## config.mk

```make
export PLATFORM = sky130hd
export DESIGN_NAME = aar_receive_ctrl
export DESIGN_NICKNAME = d
export VERILOG_FILES = /design/src/core/aar_ack_timer.v /design/src/core/aar_receive_ctrl.v
export VERILOG_INCLUDE_DIRS = /design/src /design/src/core
export SDC_FILE = /design/constraint.sdc
export NUM_CORES = 1
export LEC_CHECK = 0
export ABC_CLOCK_PERIOD_IN_PS = 2050
export BUFFER_PORTS_ARGS = -buffer_cell sky130_fd_sc_hd__buf_2
export CORE_UTILIZATION = 55
export DETAILED_ROUTE_END_ITERATION = 10
export PLACE_DENSITY = 0.81
export SETUP_SLACK_MARGIN = 0.02
export SYNTH_ARGS = -nofsm -noshare
export SYNTH_HDL_FRONTEND = slang
export SYNTH_SLANG_ARGS = --single-unit
export TNS_END_PERCENT = 100
```

## constraint.sdc

```tcl
create_clock -name clk_sys -period 2.05 [get_ports clk_sys]
set_input_delay 0.1025 -clock clk_sys [delete_from_list [all_inputs] [get_ports clk_sys]]
set_output_delay 0.1025 -clock clk_sys [all_outputs]
set_load 0.05 [all_outputs]
```

## src/core/aar_defines.vh

```
// Purpose: Shared constants for the auto-ack receive extension block.
// Assumes: Byte-wide register port with 6-bit register addresses.
// Notes: All offsets, fields, reset values and counts live here.
`ifndef AAR_DEFINES_VH
`define AAR_DEFINES_VH

// ============================================================
// Register offsets
`define AAR_OFS_RX_STATUS 6'h06
`define AAR_OFS_PROTECT 6'h0C
`define AAR_OFS_EXT_RX 6'h17
`define AAR_OFS_EXT_OP 6'h2C
`define AAR_OFS_ACK_POLICY 6'h2E

// ============================================================
// Field positions
`define AAR_BIT_CRC_VALID 7
`define AAR_BIT_PROTECT_EN 7
`define AAR_BIT_PROMISCUOUS 1
`define AAR_BIT_ACK_DELAY_SEL 2
`define AAR_BIT_RES_UPLOAD 4
`define AAR_BIT_RES_FILTER 5
`define AAR_BIT_SLOTTED 0
`define AAR_BIT_COORD 3
`define AAR_BIT_ACK_DISABLE 4
`define AAR_FLD_VERSION_HI 7
`define AAR_FLD_VERSION_LO 6

// ============================================================
// Reset values
`define AAR_RST_PROTECT 8'h00
`define AAR_RST_EXT_RX 8'h00
`define AAR_RST_EXT_OP 8'h00
`define AAR_RST_ACK_POLICY 8'h00
`define AAR_RD_UNMAPPED 8'h00

// ============================================================
// Frame type coding: values with the top bit set are reserved
`define AAR_FTYPE_RESERVED_BIT 2

// ============================================================
// Timing, in symbol periods and clock cycles
`define AAR_ACK_SYMS_LONG 4'h0C
`define AAR_ACK_SYMS_SHORT 4'h2
`define AAR_ACK_SYMS_SLOTTED 4'h6
`define AAR_CLK_OFF_CYCLES 6'h23

`endif

```

## src/core/aar_ack_timer.v

```verilog
// Purpose: Acknowledgement start delay counted in symbol periods.
// Assumes: symbolTick is a one-cycle pulse once per symbol period.
// Notes: In slotted operation the host edge starts the acknowledgement.
`timescale 1ns/10ps
`include "aar_defines.vh"

module aar_ack_timer (
    input wire clk_sys,
    input wire rst,
    input wire start,
    input wire shortDelay,
    input wire slotted,
    input wire symbolTick,
    input wire trigger,
    output reg ackGo,
    output reg waitTrigger,
    output reg active
);

    reg [3:0] symCount;
    reg [3:0] target;

    always @* begin
        if (slotted) begin
            target = `AAR_ACK_SYMS_SLOTTED;
        end else if (shortDelay) begin
            target = `AAR_ACK_SYMS_SHORT;
        end else begin
            target = `AAR_ACK_SYMS_LONG;
        end
    end

    // ============================================================
    // Counter from the last received symbol
    always @(posedge clk_sys) begin
        if (rst) begin
            symCount <= 4'h0;
            ackGo <= 1'b0;
            waitTrigger <= 1'b0;
            active <= 1'b0;
        end else begin
            ackGo <= 1'b0;
            if (start) begin
                symCount <= 4'h0;
                active <= 1'b1;
                waitTrigger <= 1'b0;
            end else if (active && !waitTrigger) begin
                if (symbolTick) begin
                    symCount <= symCount + 4'h1;
                    if (symCount + 4'h1 >= target) begin
                        if (slotted) begin
                            waitTrigger <= 1'b1;
                        end else begin
                            ackGo <= 1'b1;
                            active <= 1'b0;
                        end
                    end
                end
            end else if (waitTrigger && trigger) begin
                // Edge before the earliest slot is simply ignored
                ackGo <= 1'b1;
                waitTrigger <= 1'b0;
                active <= 1'b0;
            end
        end
    end

endmodule

```

## src/core/aar_receive_ctrl.v

```verilog
// Purpose: Receive-side control of the auto-ack receive mode.
// Assumes: Frame parser and filter supply per-frame verdict pulses.
// Notes: Clock output gating for the clockless listening state.
// Summary of operation
// Sniffer setup signals every frame with receive-start and frame-end; reserved frame types still follow R5-R8 for frame-end.
// Checksum-valid status bit updated at every frame end.
// Host reads checksum-valid after frame-end and drops failed frames.
// Reserved-type upload bit 4, filter bit 5 of extended receive control.
// Upload without filter: frame-end for good reserved frames, no match.
// Upload with filter: reserved frames filtered like data frames.
// Filtered reserved: frame-end on match and good check; ack if asked.
// Upload cleared: reserved frame types silently discarded.
// Ack delay bit selects 12 or 2 symbol periods.
// Slotted operation: ack trigger no earlier than 6 symbols.
// Frame-protection enable at bit 7 of register 0x0C.
// Coordinator-role bit at bit 3 of register 0x2E.
// Version policy field limits acknowledgement by frame version.
// Ack-disable bit suppresses acknowledgement frames.
// Pin rising edge in listen state enters clockless listening.
// Clockless state left on valid frame or pin falling edge.
// Clock output off 35 cycles after edge, at once at slow rates.
// Valid frame in clockless state raises frame-end, restores clock.
// Requested ack enters busy state, then returns to listen.
// Clockless state re-entered only on a new rising edge.
// Host should not use clockless listening during slotted operation.
// Address-match only on third-level filter pass.
// Slotted ack waits for a host rising edge on the pin.
// Ack delay counted from the last received symbol.
`timescale 1ns/10ps
`include "aar_defines.vh"

module aar_receive_ctrl (
    input wire clk_sys,
    input wire rst,
    input wire [5:0] regAddr,
    input wire regWrEn,
    input wire [7:0] regWrData,
    output reg [7:0] regRdData,
    input wire sleepTransmitPin,
    input wire rxFrameStart,
    input wire rxFrameDone,
    input wire [2:0] rxFrameType,
    input wire [1:0] rxFrameVersion,
    input wire rxAckRequest,
    input wire rxFcsOk,
    input wire rxAddrPass,
    input wire symbolTick,
    input wire clkRateSlow,
    input wire ackTxDone,
    output reg rxStartEvent,
    output reg frameEndEvent,
    output reg addressMatchEvent,
    output wire ackTxStart,
    output wire ackWaitTrigger,
    output reg hostClockOutEn,
    output reg [1:0] trxState,
    output wire promiscuousEnable,
    output wire frameProtectEn,
    output wire coordinatorRole
);

    // ============================================================
    // Register file
    reg [7:0] protectCtrl;
    reg [7:0] extRxCtrl;
    reg [7:0] extOpCtrl;
    reg [7:0] ackPolicyCtrl;
    reg crcValid;

    wire reservedUpload;
    wire reservedFilter;
    wire ackDelaySelect;
    wire slottedOp;
    wire ackDisable;
    wire [1:0] versionAckPolicy;

    assign frameProtectEn = protectCtrl[`AAR_BIT_PROTECT_EN];
    assign promiscuousEnable = extRxCtrl[`AAR_BIT_PROMISCUOUS];
    assign ackDelaySelect = extRxCtrl[`AAR_BIT_ACK_DELAY_SEL];
    assign reservedUpload = extRxCtrl[`AAR_BIT_RES_UPLOAD];
    assign reservedFilter = extRxCtrl[`AAR_BIT_RES_FILTER];
    assign slottedOp = extOpCtrl[`AAR_BIT_SLOTTED];
    assign coordinatorRole = ackPolicyCtrl[`AAR_BIT_COORD];
    assign ackDisable = ackPolicyCtrl[`AAR_BIT_ACK_DISABLE];
    assign versionAckPolicy =
        ackPolicyCtrl[`AAR_FLD_VERSION_HI:`AAR_FLD_VERSION_LO];

    always @(posedge clk_sys) begin
        if (rst) begin
            protectCtrl <= `AAR_RST_PROTECT;
            extRxCtrl <= `AAR_RST_EXT_RX;
            extOpCtrl <= `AAR_RST_EXT_OP;
            ackPolicyCtrl <= `AAR_RST_ACK_POLICY;
        end else if (regWrEn) begin
            case (regAddr)
                `AAR_OFS_PROTECT: begin
                    protectCtrl <= regWrData;
                end
                `AAR_OFS_EXT_RX: begin
                    extRxCtrl <= regWrData;
                end
                `AAR_OFS_EXT_OP: begin
                    extOpCtrl <= regWrData;
                end
                `AAR_OFS_ACK_POLICY: begin
                    ackPolicyCtrl <= regWrData;
                end
                default: begin
                end
            endcase
        end
    end

    // Read data follows the address one cycle later
    always @(posedge clk_sys) begin
        if (rst) begin
            regRdData <= `AAR_RD_UNMAPPED;
        end else begin
            case (regAddr)
                `AAR_OFS_RX_STATUS: begin
                    regRdData <= {crcValid, 7'h00};
                end
                `AAR_OFS_PROTECT: begin
                    regRdData <= protectCtrl;
                end
                `AAR_OFS_EXT_RX: begin
                    regRdData <= extRxCtrl;
                end
                `AAR_OFS_EXT_OP: begin
                    regRdData <= extOpCtrl;
                end
                `AAR_OFS_ACK_POLICY: begin
                    regRdData <= ackPolicyCtrl;
                end
                default: begin
                    regRdData <= `AAR_RD_UNMAPPED;
                end
            endcase
        end
    end

    // ============================================================
    // Frame verdict
    function versionAcked;
        input [1:0] policy;
        input [1:0] version;
        begin
            case (policy)
                2'h0: versionAcked = (version == 2'h0);
                2'h1: versionAcked = (version <= 2'h1);
                2'h2: versionAcked = (version <= 2'h2);
                default: versionAcked = 1'b1;
            endcase
        end
    endfunction

    reg next_frameEnd;
    reg next_addrMatch;
    reg next_ackWanted;
    wire isReserved;
    wire ackAllowed;

    assign isReserved = rxFrameType[`AAR_FTYPE_RESERVED_BIT];
    // Version policy and disable gate every acknowledgement
    assign ackAllowed = !ackDisable &&
        versionAcked(versionAckPolicy, rxFrameVersion);

    always @* begin
        next_frameEnd = 1'b0;
        next_addrMatch = 1'b0;
        next_ackWanted = 1'b0;
        if (isReserved) begin
            if (!reservedUpload) begin
                next_frameEnd = 1'b0;
            end else if (!reservedFilter) begin
                next_frameEnd = rxFcsOk;
                next_addrMatch = 1'b0;
                next_ackWanted = 1'b0;
            end else begin
                next_addrMatch = rxAddrPass;
                next_frameEnd = rxAddrPass && rxFcsOk;
                next_ackWanted = rxAddrPass && rxFcsOk &&
                    rxAckRequest && ackAllowed;
            end
        end else begin
            next_addrMatch = rxAddrPass;
            if (promiscuousEnable) begin
                // Sniffer: bad checksums still reported
                next_frameEnd = 1'b1;
            end else begin
                next_frameEnd = rxAddrPass && rxFcsOk;
            end
            next_ackWanted = rxAddrPass && rxFcsOk &&
                rxAckRequest && ackAllowed;
        end
    end

    // ============================================================
    // Event pulses and checksum status
    always @(posedge clk_sys) begin
        if (rst) begin
            rxStartEvent <= 1'b0;
            frameEndEvent <= 1'b0;
            addressMatchEvent <= 1'b0;
            crcValid <= 1'b0;
        end else begin
            rxStartEvent <= rxFrameStart;
            frameEndEvent <= rxFrameDone && next_frameEnd;
            addressMatchEvent <= rxFrameDone && next_addrMatch;
            if (rxFrameDone) begin
                crcValid <= rxFcsOk;
            end
        end
    end

    // ============================================================
    // Sleep/transmit pin edges
    reg pinLast;
    wire pinRise;
    wire pinFall;

    always @(posedge clk_sys) begin
        if (rst) begin
            pinLast <= 1'b0;
        end else begin
            pinLast <= sleepTransmitPin;
        end
    end

    assign pinRise = sleepTransmitPin && !pinLast;
    assign pinFall = !sleepTransmitPin && pinLast;

    // ============================================================
    // Acknowledgement timing
    wire ackLaunch;
    wire timerActive;

    assign ackLaunch = rxFrameDone && next_ackWanted;

    aar_ack_timer aar_ack_timer_inst (
        .clk_sys(clk_sys),
        .rst(rst),
        .start(ackLaunch),
        .shortDelay(ackDelaySelect),
        .slotted(slottedOp),
        .symbolTick(symbolTick),
        .trigger(pinRise),
        .ackGo(ackTxStart),
        .waitTrigger(ackWaitTrigger),
        .active(timerActive)
    );

    // ============================================================
    // Receive state and clock output
    localparam [1:0] ST_LISTEN = 2'b00;
    localparam [1:0] ST_NOCLK = 2'b01;
    localparam [1:0] ST_BUSY = 2'b10;
    reg [1:0] next_trxState;
    reg [5:0] clkOffCount;
    wire validFrame;

    assign validFrame = rxFrameDone && rxAddrPass && rxFcsOk &&
        next_frameEnd;

    always @* begin
        next_trxState = trxState;
        case (trxState)
            ST_LISTEN: begin
                if (ackLaunch) begin
                    next_trxState = ST_BUSY;
                end else if (pinRise) begin
                    next_trxState = ST_NOCLK;
                end
            end
            ST_NOCLK: begin
                if (validFrame && ackLaunch) begin
                    next_trxState = ST_BUSY;
                end else if (validFrame || pinFall) begin
                    next_trxState = ST_LISTEN;
                end
            end
            ST_BUSY: begin
                // Pin edges here trigger slotted acks, not state changes
                if (ackTxDone && !timerActive) begin
                    next_trxState = ST_LISTEN;
                end
            end
            default: begin
                next_trxState = ST_LISTEN;
            end
        endcase
    end

    always @(posedge clk_sys) begin
        if (rst) begin
            trxState <= ST_LISTEN;
            clkOffCount <= 6'h00;
            hostClockOutEn <= 1'b1;
        end else begin
            trxState <= next_trxState;
            if (next_trxState != ST_NOCLK) begin
                clkOffCount <= 6'h00;
                hostClockOutEn <= 1'b1;
            end else if (trxState != ST_NOCLK) begin
                clkOffCount <= 6'h01;
                // Slow clocks stop at once; no grace for the host
                hostClockOutEn <= !clkRateSlow;
            end else if (clkOffCount >= `AAR_CLK_OFF_CYCLES) begin
                hostClockOutEn <= 1'b0;
            end else begin
                clkOffCount <= clkOffCount + 6'h01;
            end
        end
    end

endmodule

```

==> Yosys cells after proc, flatten, opt, wreduce, memory -nomap -nowiden <==
Cells that the tools add are included.
{ "classes": {"reduce_logical": 39, "mux": 39, "n_eq_ne": 18, "add_sub_neg": 2, "n_lt_le_gt_ge": 4} }
{ "ops": {"columns": ["op", "count"], "rows": [
  ["$pmux W8 S5", 1],
  ["$mux W1", 29],
  ["$logic_and A1 B1 Y1", 16],
  ["$eq A6 B6 Y1 const B", 2],
  ["$mux W2", 5],
  ["$reduce_and A2 Y1", 5],
  ["$ne A3 B3 Y1 const B", 3],
  ["$mux W4", 2],
  ["$ne A2 B2 Y1 const B", 4],
  ["$reduce_and A4 Y1", 2],
  ["$add A6 B1 Y6 const B", 1],
  ["$eq A6 B3 Y1 const B", 1],
  ["$eq A6 B4 Y1 const B", 1],
  ["$eq A6 B5 Y1 const B", 1],
  ["$ge A6 B6 Y1 const B", 1],
  ["$logic_not A1 Y1", 6],
  ["$logic_not A2 Y1", 3],
  ["$pmux W2 S3", 1],
  ["$add A4 B1 Y4 const B", 1],
  ["$eq A2 B1 Y1 const B", 2],
  ["$eq A2 B2 Y1 const B", 2],
  ["$ge A4 B4 Y1", 1],
  ["$ne A2 B1 Y1 const B", 2],
  ["$reduce_bool A2 Y1", 2],
  ["7 further kinds", 8]
]} }
{ "totals": {"input_bits": 31, "ff_bits": 61, "wordCells": 120, "out_inout_bits": 19} }

==> Longest topological paths before layout <==
Gate-level depths: netlist of the first run.
{ "logic_depth": {"ltp_word": 13, "depth_mapped": 7, "depth_no_buf": 7} }

==> Modules after synthesis <==
A second synthesis of the first run with hierarchy kept.
{ "unflattened": {"hier_cells": 302, "hier_area_um2": 2787.7} }
{ "modules_own_cells": {"columns": ["module", "seq_area_each_um2", "area_per_inst_um2", "cells_each", "n_inst"], "rows": [
  ["aar_receive_ctrl", 1081.0, 2367.3, 256, 1],
  ["aar_ack_timer", 140.1, 420.4, 46, 1]
]} }

==> Worst setup path before layout of the first run <==
OpenSTA, ideal clock, no wires.
{ "synth_timing": {"path_type": "register to register", "from": "register aar_ack_timer_inst.symCount[0]", "to": "register aar_ack_timer_inst.waitTrigger", "arrival_time_ps": 1554, "t_required_ps": 1964, "setup_slack_ps": 411, "n_path_buf": 0, "setup_time_ps": 86, "period_less_slack_ps": 1639, "path_stages_with_launch": 8, "path_cell_list": "dfxtp_1 ha_1 xor2_1 ha_1 o21ai_0 a31o_1 a21o_1 a211oi_1"} }
{ "synth_between": {"elab_chain_cells": 4} }
{ "synth_rtl": {"columns": ["item", "line", "source"], "rows": [
  ["from (decl)", "aar_ack_timer.v:20", "reg [3:0] symCount;"],
  ["from (signal assigned)", "aar_ack_timer.v:49", "symCount <= symCount + 4'h1;"],
  ["$add A4 B1 Y4", "aar_ack_timer.v:50", "if (symCount + 4'h1 >= target) begin"],
  ["$ge A4 B4 Y1", "aar_ack_timer.v:50", null],
  ["$ne A2 B2 Y1 (no line)", null, null],
  ["$reduce_and A4 Y1 (no line)", null, null],
  ["to (signal assigned)", "aar_ack_timer.v:46", "waitTrigger <= 1'b0;"],
  ["to (signal assigned)", "aar_ack_timer.v:52", "waitTrigger <= 1'b1;"],
  ["to (signal assigned)", "aar_ack_timer.v:62", "waitTrigger <= 1'b0;"],
  ["to (decl)", "aar_ack_timer.v:16", "output reg waitTrigger,"]
]} }
No other way between the ends.
A chain may end at the register's enable or synchronous reset.

==> Worst setup path in the final report of the first run <==
{ "layout_timing": {"from": "register aar_ack_timer_inst.symCount[0]", "to": "register aar_ack_timer_inst.ackGo"} }
{ "layout_between": {"elab_chain_cells": 5} }
{ "layout_rtl": {"columns": ["item", "line", "source"], "rows": [
  ["$add A4 B1 Y4", "aar_ack_timer.v:50", null],
  ["$ge A4 B4 Y1", "aar_ack_timer.v:50", null],
  ["$mux W1", "aar_ack_timer.v:50", null],
  ["$mux W1", "aar_ack_timer.v:48", "if (symbolTick) begin"],
  ["$mux W1", "aar_ack_timer.v:47", "end else if (active && !waitTrigger) begin"],
  ["to (signal assigned)", "aar_ack_timer.v:42", "ackGo <= 1'b0;"],
  ["to (signal assigned)", "aar_ack_timer.v:54", "ackGo <= 1'b1;"],
  ["to (signal assigned)", "aar_ack_timer.v:61", "ackGo <= 1'b1;"],
  ["to (decl)", "aar_ack_timer.v:15", "output reg ackGo,"]
]} }
No other way between the ends.

==> results of run 1 <==
kinds of logic after synthesis:
group | count (synthesis) | synth area share [%]
AND/OR/NAND/NOR | 138 | 26.1
adder cells (fa/ha/maj) | 5 | 2.35
XOR/XNOR | 10 | 3.29
multiplexers | 2 | 0.751
AO/OA/AOI/OAI | 72 | 17.3
flip-flops | 61 | 45.8
buffers and inverters | 23 | 4.37
worst reg2reg max path: stages (launching register included):
cell	delay, ns
dfxtp_1	0.34
ha_1	0.24
xor2_1	0.15
ha_1	0.27
o21ai_0	0.08
a31o_1	0.21
a31oi_1	0.27
nor2b_1	0.16
cells in the mapped netlist, drive strengths merged, types with 3 or more instances:
cell    count  area, sq um
nand2b      4         25.0
inv         7         26.3
xnor2       4         35.0
xor2        6         52.6
a222oi      7         70.1
nand3      38          190
a21oi      44          220
dfxtp      61         1220
a21o        3         22.5
nand2      45          169
buf         8         60.1
nor2b       9         56.3
nor2       20         75.1
ha          5         62.6
nand3b      3         22.5
nand4       3         18.8
nor3        4         25.0
clkbuf      8         30.0
state kept, by name (all words and copies together) (netlist names):
name / flops
pinLast: 1
extOpCtrl: 8
addressMatchEvent: 1
hostClockOutEn: 1
clkOffCount: 6
ackPolicyCtrl: 8
aar_ack_timer_inst.waitTrigger: 1
regRdData: 8
aar_ack_timer_inst.symCount: 4
protectCtrl: 8
aar_ack_timer_inst.active: 1
frameEndEvent: 1
extRxCtrl: 8
trxState: 2
aar_ack_timer_inst.ackGo: 1
rxStartEvent: 1
crcValid: 1
cells in the final DEF (no fill, tap or decap), types with 3 or more instances in the layout:
cell,synthesis,final
a21o_1,3,3
a21oi_1,44,44
a222oi_1,7,7
buf_2,3,47
buf_4,1,5
clkbuf_8,0,12
dfxtp_1,61,61
ha_1,5,5
inv_1,7,7
nand2_1,45,45
nand2b_1,4,4
nand3_1,38,38
nand3b_1,3,3
nand4_1,3,3
nor2_1,20,20
nor2b_1,9,9
nor3_1,3,3
xnor2_1,4,4
xor2_1,6,6
area by class of cell:
type | count | area, sq um | area share [%]
clock buffer | 14 | 173 | 5.57
clock inverter | 1 | 5.00 | 0.161
inverter | 7 | 26.3 | 0.847
tap | 52 | 65.1 | 2.10
sequential | 61 | 1220 | 39.4
multi-input combinational | 227 | 1330 | 42.8
timing repair buffer | 53 | 283 | 9.12
power by group through the flow:
| stage | clock network, W | logic [W] | registers [W] |
|---|---|---|---|
| 4_1_cts | 0.000982 | 0.000162 | 0.00121 |
| 5_1_grt | 0.00103 | 0.000179 | 0.00121 |
| 2_1_floorplan | 0 | 0.0000770 | 0.00125 |
| 3_3_place_gp | 0 | 0.000158 | 0.00123 |
| 3_5_place_dp | 0 | 0.000159 | 0.00123 |
| 6_report | 0.000961 | 0.000163 | 0.00121 |
how the worst min path moves through the flow:
stage | end | slack, ns | cells past startpoint
global route | extOpCtrl[6] | 0.04 | 3
detailed placement | rxStartEvent | 0.32 | 2
floorplan | addressMatchEvent | 0.23 | 2
global placement | rxStartEvent | 0.32 | 2
CTS | pinLast | 0.02 | 2
finish | pinLast | 0.03 | 2
metrics by stage:
stage / utilization, % / setup slack [ns]
floorplan: - / 0.411
global placement: 64.7 / 0.333
detailed placement: 64.7 / 0.278
CTS: 68.8 / 0.267
global route: 68.8 / 0.145
finish: 68.8 / 0.284
what timing repair did:
| action | in CTS | in global routing |
|---|---|---|
| gates resized for setup | 0 | 0 |
| endpoints found under the hold margin | 1 | 0 |
| hold buffers | 1 | 0 |
metal layers:
metal,global-route usage (%),vias to the layer above
met3,6.47,14
met5,0,-
met2,38.6,83
li1,-,1199
met4,15.0,0
met1,32.7,1088
==> flow_summary.yaml, run 1 <==
die:
  boundaryPins: 50
  die_height_um: 71.6
  num_rows: 24
  core_sq_um: 4500
  dieArea_sq_um: 5130
  die_w_um: 71.6
  initial_core_util_pct: 59.2
routing:
  wl_per_cell_um: 14.5
  wl_met3_um: 412
  drc_errors: 0
  finalWirelength_um: 6000
  ant_nets: 0
  highest_layer: "met4"
  drt_iter0_markers: 166
  avgViaCountPerCell: 5.74
  routed-wl-met2_um: 2860
  wl_met1_um: 2620
  dr.pass1.iters: 6
  vias: 2384
outcome:
  status: "complete, no violations"
hold_path:
  holdCritStartpoint: "sleepTransmitPin"
  hp-class: "input port to register"
logic_synthesis:
  synth_ff_type: "dfxtp_1"
  synth_nets: 347
  synth-warning-count: 0
  syn-cell-area_sq_um: 2670
  syn_inst: 311
  synth_edf_count: 0
  synth-seq-cells: 61
  async_reset_ff_share_pct: 0
  synth_cell_type_count: 49
  syn_area_per_cell_sq_um: 8.57
  yosysSeqAreaShare_pct: 45.8
placed_design:
  place_area_sq_um: 2910
  place_congestion: 0.781
  dp_cells: 399
  place_hpwl_um: 4080
  io_buffer_count: 47
cts:
  clkLatencyLatePin_ns: 0.34
  htree_levels: 3
  cts_buffers: 9
  clockBufferDepth: 2
  cts_tree: "built"
  cts_root_buf: "clkbuf_8"
  clock-sinks: 61
  clk_pin_slew_ns: 0.06
  cts_setup_buffers: 0
critical_path:
  cp_top_family: "compound AO/OA/AOI/OAI gates"
  r2r_cells: 7
  cp.depth: 7
  cp_cell_sequence: "ha_1 > xor2_1 > ha_1 > o21ai_0 > a31o_1 > a31oi_1 > nor2b_1"
  r2r-end: "aar_ack_timer_inst.ackGo"
  worst_setup_path_end_kind: "register"
  crit_slowest_cell: "dfxtp_1"
  endpoint: "aar_ack_timer_inst.ackGo"
  critPathRequiredTime_ns: 2.33
  startpoint: "aar_ack_timer_inst.symCount[0]"
  cpPeakStageDelay_ns: 0.34
  rrSetupSlack_ns: 0.28
  worstPathArrival_ns: 2.04
  cp_num_buf_inv: 0
  cp-start-kind: "register"
  path_max_fanout: 4
  rr_startpoint: "aar_ack_timer_inst.symCount[0]"
  cpMostUsedCell: "ha_1"
  path_class: "register to register"
global_route:
  grt_max_degree: 34
  grt_usage_pct: 25.4
  antenna_found_initial: 0
  grt_pass1_vias: 2168
  grt_pass1_wl_um: 9930
  grt_overflow: 0
timing:
  setup_viol: 0
  tightest_slew_ns: 0.754
  post-route-period-util_pct: 86.1
  fin_tns_setup_ns: 0
  rsz0062_at_grt: "false"
  finalHoldViolCount: 0
  hold_ws_ns: 0.0324
  slew_headroom_pct: 49.4
  period_needed_ns: 1.77
  skew_ns: 0.00908
  maxSlewViolCount: 0
  max_freq_mhz: 566
power:
  p_sw_w: 0.000545
  pwr-share-seq_pct: 51.8
  p_sw_share_pct: 23.4
  combinationalPowerShare_pct: 7.0
  p_total_w: 0.00233
  cellLeakagePower_nw: 1.18
  power_density_nw_per_um2: 752
  p_int_w: 0.00179
  power_frac_clock_pct: 41.2
  vdd_ir_drop_max_v: 0.000504
run:
  maxCapViolations: 0
final_layout:
  finalInstanceArea_sq_um: 3100
  fillers: 389
  layout.nets: 395
  diodes: 0
  drive_gt1_share_pct: 19.8
  layout.cells.non_filler: 415
  area.growth.synth_to_final_pct: 16.3
Note: power is estimated with default switching activity, not from simulation.
==> inputs of run 2 (changes only) <==
--- a/config.mk
+++ b/config.mk
@@ -8,6 +8,7 @@
 export LEC_CHECK = 0
 export ABC_CLOCK_PERIOD_IN_PS = 2050
 export BUFFER_PORTS_ARGS = -buffer_cell sky130_fd_sc_hd__buf_2
+export CORE_MARGIN = 2
 export CORE_UTILIZATION = 55
 export DETAILED_ROUTE_END_ITERATION = 10
 export PLACE_DENSITY = 0.81
==> run 2 against run 1 <==
Sequential power about the same. Cell area about the same. Clock skew down 0.0049 ns. Combinational power about the same.
==> flow_summary.yaml, run 2 (synthesis results as in run 1) <==
placed_design:
  place_hpwl_um: 4050
  place_congestion: 0.810
  io_buffer_count: 47
  dp_cells: 401
critical_path:
  cp_num_buf_inv: 0
  path_class: "register to register"
  cp-start-kind: "register"
  crit_slowest_cell: "dfxtp_1"
  critPathRequiredTime_ns: 2.29
  cpPeakStageDelay_ns: 0.40
  cp_top_family: "compound AO/OA/AOI/OAI gates"
  worstPathArrival_ns: 2.11
  path_max_fanout: 4
  worst_setup_path_end_kind: "register"
  cpMostUsedCell: "ha_1"
  cp_cell_sequence: "ha_1 > xor2_1 > ha_1 > o21ai_0 > a31o_1 > a31oi_1 > o31ai_1"
routing:
  wl_per_cell_um: 14.7
  wl_met1_um: 2710
  dr.pass1.iters: 5
  avgViaCountPerCell: 5.78
  wl_met3_um: 453
  vias: 2417
  drc_errors: 0
  finalWirelength_um: 6160
  drt_iter0_markers: 121
  routed-wl-met2_um: 2860
  highest_layer: "met4"
  ant_nets: 0
die:
  dieArea_sq_um: 5420
  die_w_um: 73.6
  boundaryPins: 50
  core_sq_um: 4690
  die_height_um: 73.6
  initial_core_util_pct: 56.8
  num_rows: 25
timing:
  skew_ns: 0.00419
  tightest_slew_ns: 0.599
  fin_tns_setup_ns: 0
  finalHoldViolCount: 0
  slew_headroom_pct: 60.0
  setup_viol: 0
  period_needed_ns: 1.88
  max_freq_mhz: 533
  post-route-period-util_pct: 91.5
  rsz0062_at_grt: "false"
  maxSlewViolCount: 0
final_layout:
  utilization_pct: 66.1
  drive_gt1_share_pct: 20.3
  layout_commonest_cell: "dfxtp_1"
  diodes: 0
  layout.nets: 395
  final_cell_mix: "61 x dfxtp_1, 47 x buf_2, 45 x nand2_1"
  layout.cells.non_filler: 418
  area.growth.synth_to_final_pct: 16.4
global_route:
  antenna_found_initial: 0
  grt_pass1_wl_um: 10100
  grt_overflow: 0
  grt_pass1_vias: 2186
  grt_max_degree: 34
  grt_usage_pct: 24.7
cts:
  cts_root_buf: "clkbuf_8"
  clockBufferDepth: 2
  cts_setup_buffers: 0
  clock-sinks: 61
  clkLatencyLatePin_ns: 0.35
  cts_buffers: 9
  htree_levels: 3
  cts_tree: "built"
  clk_pin_slew_ns: 0.07
power:
  p_sw_w: 0.000583
  p_int_w: 0.00175
  vdd_ir_drop_max_v: 0.000606
  combinationalPowerShare_pct: 7.0
  p_sw_share_pct: 24.9
  pwr-share-seq_pct: 51.7
  p_total_w: 0.00234
  power_density_nw_per_um2: 753
  power_frac_clock_pct: 41.3
  cellLeakagePower_nw: 1.18
outcome:
  status: "complete, no violations"
run:
  maxCapViolations: 0
hold_path:
  hp-class: "input port to register"
## run 2: cell types whose count changed in the layout (fill, tap and decap cells not counted), sizes merged
cell,before,now
clkbuf,14,12
clkinv,1,3
clkinvlp,0,1
## run 2: repair_timing
action / in CTS / in global routing
endpoints found under the hold margin: 1 / 0
gates resized for setup: 0 / 0
setup endpoints to repair: 0 / 0
hold buffers: 1 / 0
## run 2: stage by stage
stage / hold WS (ns) / area (sq um) / setup WS, ns
CTS: 0.0197 / 3100 / 0.182
detailed placement: 0.324 / 2920 / 0.274
global route: 0.0299 / 3100 / 0.0708
floorplan: 0.228 / 2670 / 0.411
global placement: 0.314 / 2920 / 0.337
finish: 0.0309 / 3100 / 0.174
## run 2: metal layers
metal / vias to the layer above / track usage (%)
li1: 1199 / -
met1: 1116 / 31.3
met2: 89 / 38.3
met3: 13 / 7.96
met4: 0 / 11.3
met5: - / 0
## run 2: layout make-up
type	count	area (sq um)
Fill cell	397	1590
Multi-Input combinational cell	227	1330
Sequential cell	61	1220
Timing Repair Buffer	53	283
Clock buffer	12	155
Tap cell	54	67.6
Inverter	7	26.3
Clock inverter	4	22.5
## run 2: power groups by stage
stage                     Sequential [W]  Clock (W)  Combinational [W]
after floorplan                  0.00125          0          0.0000770
after global placement           0.00123          0           0.000159
after detailed placement         0.00123          0           0.000161
after CTS                        0.00121   0.000979           0.000163
after global routing             0.00121    0.00104           0.000179
final                            0.00121   0.000965           0.000165
## run 2: final timing paths
path | startpoint | end | slack, ns | cells past startpoint
max reg2reg | aar_ack_timer_inst.symCount[0] | aar_ack_timer_inst.active | 0.17 | 7
min reg2reg | extOpCtrl[5] | extOpCtrl[5] | 0.46 | 2
min | rxAddrPass | addressMatchEvent | 0.03 | 3
max | aar_ack_timer_inst.symCount[0] | aar_ack_timer_inst.active | 0.17 | 7
## run 2: worst min-delay path, delay by kind of cell
family / cells / cell delay [ns]
AND/OR/NAND/NOR: 2 / 0.12
buffers and inverters: 1 / 0.12
